$ cat src/rtl/css_pkg.sv
package css_pkg;

  // ==========================================
  // Widths
  // ==========================================
  localparam int MODE_W = 5;      // Link mode selection width
  localparam int MFLEN_W = 5; // Multiframe length field width
  localparam int CALSEL_W = 2;    // Calibration mode field width

  // ==========================================
  // Reset values and mode limit
  // ==========================================
  localparam logic [MODE_W-1:0] MODE_RST = 5'h00;
  localparam logic [MFLEN_W-1:0] MFLEN_RST = 5'h1f;
  localparam logic [MODE_W-1:0] MODE_MAX = 5'h13;  // Highest legal mode code

  // ==========================================
  // Timing counts
  // ==========================================
  localparam int CLK_MHZ = 125;                    // Clock rate in MHz
  localparam int CAL_TIME_NS = 800;                // Calibration run length
  localparam int CAL_CYC = (CAL_TIME_NS * CLK_MHZ + 999) / 1000;
  localparam int CAL_CNT_W = 8;
  localparam int ILA_MF = 4;                       // Multiframes of lane alignment

  // ==========================================
  // Enumerations
  // ==========================================
  typedef enum logic [2:0] {
    LNK_HALT,
    LNK_CGS,
    LNK_ILA,
    LNK_DATA
  } css_link_e;

  typedef enum logic [1:0] {
    CAL_HALT,
    CAL_IDLE,
    CAL_RUN
  } css_cal_e;

  // ==========================================
  // Carriers
  // ==========================================
  typedef struct packed {
    logic link_enable;
    logic cal_enable;
    logic [MODE_W-1:0] link_mode_select;
    logic [MFLEN_W-1:0] multiframe_len_minus_one;
    logic sync_from_timestamp;
    logic background_cal;
    logic offset_cal;
    logic overrange_enable;
    logic calib_software_trigger;
  } css_cfg_s;

  typedef struct packed {
    logic link_up;
    logic link_ila;
    logic cal_busy;
    logic cal_done;
    logic cfg_error;
  } css_stat_s;

endpackage : css_pkg

$ cat src/rtl/css_sync2.sv
`timescale 1ns/1ps
// ==========================================
// Two-flop level synchroniser
// ==========================================
module css_sync2
(
  input wire logic clk,
  input wire logic resetn,
  input wire logic din,
  output logic dout
);

  typedef struct packed {
    logic meta;   // First stage, read only by the second
    logic stable; // Second stage
  } css_sync_s;

  css_sync_s s_reg;
  css_sync_s s_next;

  // Shift chain
  always_comb
  begin
    s_next.meta = din;
    s_next.stable = s_reg.meta;
  end

  // Register with synchronous reset to idle high
  always_ff @(posedge clk)
  begin
    if (!resetn)
    begin
      s_reg <= '1;
    end
    else
    begin
      s_reg <= s_next;
    end
  end

  assign dout = s_reg.stable;

endmodule : css_sync2

$ cat src/rtl/css_sequencer.sv
`timescale 1ns/1ps
// Behaviour
// - Link enable low halts link machine
// - Calibration enable low halts calibration machine
// - Sync source: single-ended or timestamp pair
// - Foreground/background calibration option; offset option latched but unused
// - Calibration enable high restarts calibration machine
// - Link enable high restarts link machine
// - Link advances by receiver sync signal
// - Trigger rising edge starts calibration run
module css_sequencer
#(
  parameter int CAL_CYCLES = css_pkg::CAL_CYC
)
(
  input wire logic clk,
  input wire logic resetn,
  input wire css_pkg::css_cfg_s cfg,
  input wire logic sync_se_n,
  input wire logic sync_ts_n,
  input wire logic high_supply_good,
  input wire logic overrange_in,
  output css_pkg::css_stat_s stat,
  output logic overrange_flag,
  output logic low_supply_enable,
  output logic [css_pkg::MODE_W-1:0] active_mode,
  output logic [css_pkg::MFLEN_W-1:0] active_mf_len
);

  // ==========================================
  // State
  // ==========================================
  typedef struct packed {
    css_pkg::css_link_e link;
    css_pkg::css_cal_e cal;
    logic [css_pkg::CAL_CNT_W-1:0] cal_cnt;   // Remaining run cycles
    logic [css_pkg::MFLEN_W+2:0] ila_cnt; // Frames left in alignment
    logic trig_prev;                          // Trigger history for edge
    logic [css_pkg::MODE_W-1:0] mode;         // Settings latched on restart
    logic [css_pkg::MFLEN_W-1:0] mf_len;
    logic sync_ts;
    logic bg_cal;
    logic ofs_cal;
    logic ovr_arm; // Registered overrange enable
    logic ovr;
    logic cal_done;
    logic cfg_err;
    logic low_en;
    logic up; // Link in data phase, kept as a flop for the output
    logic ila; // Link in alignment phase
    logic busy; // Calibration run in progress
  } css_state_s;

  css_state_s st_reg;
  css_state_s st_next;

  logic se_sync; // Synchronised single-ended sync, active low
  logic ts_sync; // Synchronised timestamp-pair sync, active low
  logic pg_sync; // Synchronised power good, active low
  logic ov_sync; // Synchronised overrange detector, active low
  logic sync_req; // Selected sync request, active high

  // ==========================================
  // Pin synchronisers
  // ==========================================
  css_sync2 u_sync_se (.clk(clk), .resetn(resetn), .din(sync_se_n), .dout(se_sync));
  css_sync2 u_sync_ts (.clk(clk), .resetn(resetn), .din(sync_ts_n), .dout(ts_sync));
  css_sync2 u_sync_pg (.clk(clk), .resetn(resetn), .din(~high_supply_good), .dout(pg_sync));
  css_sync2 u_sync_ov (.clk(clk), .resetn(resetn), .din(~overrange_in), .dout(ov_sync));

  // Frames per alignment phase, from the multiframe length
  function automatic logic [css_pkg::MFLEN_W+2:0] ila_len(
    input logic [css_pkg::MFLEN_W-1:0] mf_len
  );
    logic [css_pkg::MFLEN_W+2:0] k;
    k = {3'h0, mf_len} + {{(css_pkg::MFLEN_W+2){1'b0}}, 1'b1};
    ila_len = k * 3'(css_pkg::ILA_MF);
  endfunction : ila_len

  // Source chosen by the latched select; stale value while halted is harmless
  assign sync_req = st_reg.sync_ts ? ~ts_sync : ~se_sync;

  // ==========================================
  // Next-state logic
  // ==========================================
  always_comb
  begin
    st_next = st_reg;
    st_next.trig_prev = cfg.calib_software_trigger;

    // Low supply follows good power, three clocks behind on both rise and loss
    st_next.low_en = ~pg_sync;

    // Link machine
    unique case (st_reg.link)
      css_pkg::LNK_HALT:
      begin
        // Settings accepted only while halted, taken at restart
        if (cfg.link_enable)
        begin
          st_next.mode = cfg.link_mode_select;
          st_next.mf_len = cfg.multiframe_len_minus_one;
          st_next.sync_ts = cfg.sync_from_timestamp;
          st_next.cfg_err = (cfg.link_mode_select > css_pkg::MODE_MAX);
          st_next.link = css_pkg::LNK_CGS;
        end
      end
      css_pkg::LNK_CGS:
      begin
        // Leave code-group sync when receiver releases its request
        if (!sync_req)
        begin
          st_next.link = css_pkg::LNK_ILA;
          st_next.ila_cnt = ila_len(st_reg.mf_len);
        end
      end
      css_pkg::LNK_ILA:
      begin
        if (sync_req)
          st_next.link = css_pkg::LNK_CGS;
        else if (st_reg.ila_cnt <= 8'(1))
          st_next.link = css_pkg::LNK_DATA;
        else
          st_next.ila_cnt = st_reg.ila_cnt - 8'(1);
      end
      css_pkg::LNK_DATA:
      begin
        // Resync request drops back to code-group sync
        if (sync_req)
          st_next.link = css_pkg::LNK_CGS;
      end
      default:
        st_next.link = css_pkg::LNK_HALT;
    endcase
    if (!cfg.link_enable)
      st_next.link = css_pkg::LNK_HALT;

    // Calibration machine
    unique case (st_reg.cal)
      css_pkg::CAL_HALT:
      begin
        if (cfg.cal_enable)
        begin
          st_next.bg_cal = cfg.background_cal;
          st_next.ofs_cal = cfg.offset_cal;
          st_next.cal = css_pkg::CAL_IDLE;
        end
      end
      css_pkg::CAL_IDLE:
      begin
        // Only a rising trigger starts a run; a held 1 does not retrigger
        if (cfg.calib_software_trigger && !st_reg.trig_prev)
        begin
          st_next.cal = css_pkg::CAL_RUN;
          st_next.cal_cnt = css_pkg::CAL_CNT_W'(CAL_CYCLES);
          st_next.cal_done = 1'b0;
        end
      end
      css_pkg::CAL_RUN:
      begin
        if (st_reg.cal_cnt <= css_pkg::CAL_CNT_W'(1))
        begin
          // Background mode keeps tracking; foreground returns to idle
          st_next.cal = st_reg.bg_cal ? css_pkg::CAL_RUN : css_pkg::CAL_IDLE;
          st_next.cal_cnt = css_pkg::CAL_CNT_W'(CAL_CYCLES);
          st_next.cal_done = 1'b1;
        end
        else
          st_next.cal_cnt = st_reg.cal_cnt - css_pkg::CAL_CNT_W'(1);
      end
      default:
        st_next.cal = css_pkg::CAL_HALT;
    endcase
    if (!cfg.cal_enable)
    begin
      st_next.cal = css_pkg::CAL_HALT;
      st_next.cal_done = 1'b0;
    end

    // Overrange detection, enable may change any time
    st_next.ovr_arm = cfg.overrange_enable;
    st_next.ovr = st_reg.ovr_arm & ~ov_sync;

    // Status decoded ahead of the register so outputs leave straight from flops
    st_next.up = (st_next.link == css_pkg::LNK_DATA);
    st_next.ila = (st_next.link == css_pkg::LNK_ILA);
    st_next.busy = (st_next.cal == css_pkg::CAL_RUN);
  end

  // ==========================================
  // State register
  // ==========================================
  always_ff @(posedge clk)
  begin
    if (!resetn)
    begin
      // Everything halted after reset; host then configures
      st_reg <= '0;
      st_reg.link <= css_pkg::LNK_HALT;
      st_reg.cal <= css_pkg::CAL_HALT;
      st_reg.mode <= css_pkg::MODE_RST;
      st_reg.mf_len <= css_pkg::MFLEN_RST;
    end
    else
    begin
      st_reg <= st_next;
    end
  end

  // ==========================================
  // Outputs, all from flops
  // ==========================================
  assign stat.link_up = st_reg.up;
  assign stat.link_ila = st_reg.ila;
  assign stat.cal_busy = st_reg.busy;
  assign stat.cal_done = st_reg.cal_done;
  assign stat.cfg_error = st_reg.cfg_err;
  assign overrange_flag = st_reg.ovr;
  assign low_supply_enable = st_reg.low_en;
  assign active_mode = st_reg.mode;
  assign active_mf_len = st_reg.mf_len;

endmodule : css_sequencer

$ cat config.mk
export PLATFORM = sky130hd
export DESIGN_NAME = css_sequencer
export DESIGN_NICKNAME = d
export VERILOG_FILES = /design/src/rtl/css_pkg.sv /design/src/rtl/css_sync2.sv /design/src/rtl/css_sequencer.sv
export SDC_FILE = /design/constraint.sdc
export NUM_CORES = 1
export LEC_CHECK = 0
export ABC_AREA = 1
export BUFFER_PORTS_ARGS = -buffer_cell sky130_fd_sc_hd__buf_2
export CORE_MARGIN = 3
export CORE_UTILIZATION = 35
export CTS_CLUSTER_SIZE = 20
export DETAILED_ROUTE_END_ITERATION = 7
export MAX_ROUTING_LAYER = met4
export SLEW_MARGIN = 25
export SYNTH_ARGS = -nofsm -noshare
export SYNTH_HDL_FRONTEND = slang
export SYNTH_SLANG_ARGS = --single-unit
$ cat constraint.sdc
create_clock -name clk -period 1.28 [get_ports clk]
set_input_delay 0.192 -clock clk [delete_from_list [all_inputs] [get_ports clk]]
set_output_delay 0.192 -clock clk [all_outputs]
set_load 0.01 [all_outputs]
==> results <==
- The flow ran to the end, but the final reports show violations.
- The final reports fail on negative setup slack.
- Relative to the synthesized area, the layout overhead comes to 31.3%.
- For this block, the initial DRC count from the detailed router was 98.
- The per-cell routed wire length is approximately 11 um.
- At the end of routability-driven placement, the weighted congestion stood at between 0.9 and 1.
- The longest clock path from root to sink contains 2 buffers.
- The number of distinct library cells after synthesis is 34.
- The final worst clock skew is about 0.013 ns.
- The signal on the critical path passes through inv_4, ha_4, inv_4, nand2_2, nand3_2, nor2_4, nor2_4, nand3_2, nand2_2, nor2_1.
- The die height is 90.5 um.
- The critical path endpoint category is a register.
- The first global-routing pass estimated 9320 um of wire.
- The number of hold-slack violations in the final timing report is 0.
- Cells fill ~48% of the core in the end.
- Detailed placement ended at an HPWL of around 4000 um.
- The number of nets in the synthesized netlist is 382.
- Prior to clock tree synthesis, the placed netlist has a worst setup slack of -0.0620 ns.
- The final critical-path required period is about 1.3 ns.
- The achievable frequency is approximately 0.75 GHz.
- TritonCTS built the clock tree.
- The clock-pin slew on the worst setup and hold paths is about 0.09 ns.
- The total number of H-tree levels is 2.
- Clock tree synthesis inserted a total of 5 buffers.
- The pin count of the biggest net entering global routing is 19.
- By startpoint and endpoint, the worst setup path is classified as register to register.
- The initial antenna violation count was 0.
- The routed layout has approximately 2,300 vias.
- The slowest stage of the critical path belongs to the cell dfxtp_4.
- The top-level I/O count is 40.
- The final layout net count is about 440.
- The initial standard-cell utilization of the core is between 30% and 40%.
- The total negative slack is -0.117 ns.
- After layout, the worst setup slack is -0.0448 ns.
- Power spread over the standard cell area amounts to around 1000 nW/um2.
- 0 antenna diodes ended up in the layout.
- VDD sags by at most 0.651 mV.
- The leakage power figure is between 0.0015 and 0.002 uW.
- After layout, the worst path uses 104% of the clock period.
- The number of nets still failing antenna checks after routing is 0.
- The flop and latch count out of synthesis is 50.
- The fill cell total of the finished layout is 675.
- The required time of the worst setup path is 1.48 ns.
- By area the synthesized netlist is led by dfxtp_1, nand2_1, nor2_1, inv_1, nand3_1.
- The count of warnings emitted by yosys is 0.
- The average instance in the mapped netlist occupies about 7.1 um2.
- The library cell with the largest summed area after synthesis is dfxtp_1.
- The number of global-route vias before repair is between 2,000 and 2,500.
- The max-slew violation count came to 0.
- The area inside the core boundary is 6870 um2.
- The quantity of I/O buffers inserted on ports is 38.
- The class of the most critical hold timing path is primary input to register.
- Setup repair after global routing could not meet its margin everywhere.
- The overall routed net length is roughly 5600 um.
- For this run, design rule violations remaining after detail routing come to 0.
- The residual overflow from global routing is 0.
- In the routed layout, each cell is associated on average with a via count of between 4 and 5.
- For this run, the register share of the synthesized area comes to about two fifths.
- The register with the most flip-flops in the layout has 25 of them.
- Max-cap violations in this run came to 0.
- The cell area after technology mapping is 2500 um2.
- The multi-input combinational cells in the finished layout cover a total of between 1000 and 1500 um2.
- The maximum fanout encountered on the critical timing path is 6.
- The clock sink count is 50.
- The startpoint class of the critical path is a register.
- The area share of the largest cell type after synthesis is between 40% and 50%.
- The later pin in the worst-skew pair is clocked with a latency of about 0.31 ns.
- The hold-fix buffer count after cts is 0.
- The detailed-routing iteration count for the pre-antenna-repair pass is 4.
- The floorplan has 30 rows.
- The cell chosen for the clock root is clkbuf_8.
- On the worst path, the slowest cell contributes a delay of approximately 0.39 ns.
- The floorplan step defined a die boundary enclosing between 8000 and 9000 um2.
- The area used by sequential logic in the layout is ~1000 um2.
- Of the cells placed in the final design, the portion with a size suffix greater than 1 is 41.6%.
- In this run the horizontal extent of the chip is between 90 and 100 um.
- The overall track demand over capacity in global routing is 14.0%.
- The setup violation total in the final timing report is 7.
- Synthesis handed over a netlist of roughly 350 instances.
- STA puts the critical path data arrival time at about 1.5 ns.
[cells in the final DEF (no fill, tap or decap), drive strengths merged, types with 2 or more instances in the layout]
cell type,n
nor2,57
nand3,32
o211ai,2
inv,48
dfxtp,50
or2,7
nor3,2
nand2,89
clkbuf,5
clkinvlp,2
nand4,7
ha,5
o21ai,14
buf,70
a21oi,15
[power by group]
group | leakage (uW) | switching (uW) | internal, uW
clock network | 0.0000504 | 554 | 582
logic | 0.00107 | 342 | 238
registers | 0.000414 | 46.4 | 1620
total | 0.00153 | 943 | 2440
[final cells by class]
| type | count | area share [%] |
|---|---|---|
| clock buffer | 5 | 2.10 |
| timing repair buffer | 70 | 13.3 |
| multi-input combinational | 235 | 42.7 |
| tap | 96 | 3.66 |
| clock inverter | 3 | 1.37 |
| sequential | 50 | 31.0 |
| inverter | 48 | 5.88 |
[routing by layer]
| metal | track usage [%] | vias to the layer above | routed length, um |
|---|---|---|---|
| met1 | 17.7 | 1035 | 2600 |
| met2 | 22.2 | 57 | 2640 |
| li1 | - | 1197 | - |
| met4 | 4.85 | 0 | 72 |
| met5 | - | - | 0 |
| met3 | 3.00 | 8 | 264 |
[synth_stat cells (all sizes together)]
| library cell | count |
|---|---|
| a21oi | 15 |
| a31oi | 1 |
| buf | 20 |
| clkbuf | 2 |
| conb | 1 |
| dfxtp | 50 |
| ha | 5 |
| inv | 48 |
| nand2 | 89 |
| nand3 | 31 |
| nand4 | 7 |
| nor2 | 57 |
| nor3 | 2 |
| o211ai | 2 |
| o21a | 1 |
| o21ai | 14 |
| or2 | 7 |
| xnor2 | 1 |
| xor2 | 1 |
[kinds of logic (layout without fill, tap and decap cells)]
logic type	count (synthesis)	in the layout	share of synthesized area (%)
simple gates	193	194	36.5
buf+inv	70	126	13.0
flops	50	50	40.1
compound gates	33	33	7.11
fa+ha+maj	5	5	2.51
xor+xnor	2	2	0.702
other cells	1	1	0.150
[through the flow]
step                      total power, uW  hold WS, ns  instance area [um2]  cells
after global routing                 3570       0.0265                 3280    507
after floorplan                      2070        0.262                 2500    354
after global placement               2200        0.357                 2860    491
final                                3380       0.0359                 3280    507
after CTS                            3360       0.0273                 3040    501
after detailed placement             2210        0.358                 2860    491
[worst paths after layout]
| kind | from | to | slack (ns) | depth (start not counted) |
|---|---|---|---|---|
| max | st_reg[22] | st_reg[23] | -0.04 | 10 |
| min | high_supply_good | u_sync_pg.s_next[0] | 0.04 | 2 |
| max reg2reg | st_reg[22] | st_reg[23] | -0.04 | 10 |
| min reg2reg | u_sync_ov.dout | overrange_flag | 0.38 | 1 |
[critical path, delay by kind of cell (launching register included)]
kind / cells / cell delay, ns
AND/OR/NAND/NOR: 7 / 0.55
buffers and inverters: 2 / 0.10
adder cells (fa/ha/maj): 1 / 0.18
flip-flops: 1 / 0.39
[repair_timing]
item,4_1_cts,5_1_grt
gates resized for setup,22,58
setup endpoints to repair,16,34
pin swaps,6,12
cloned,0,1
buffers inserted,2,5
Power figures use the tool's default switching activity.
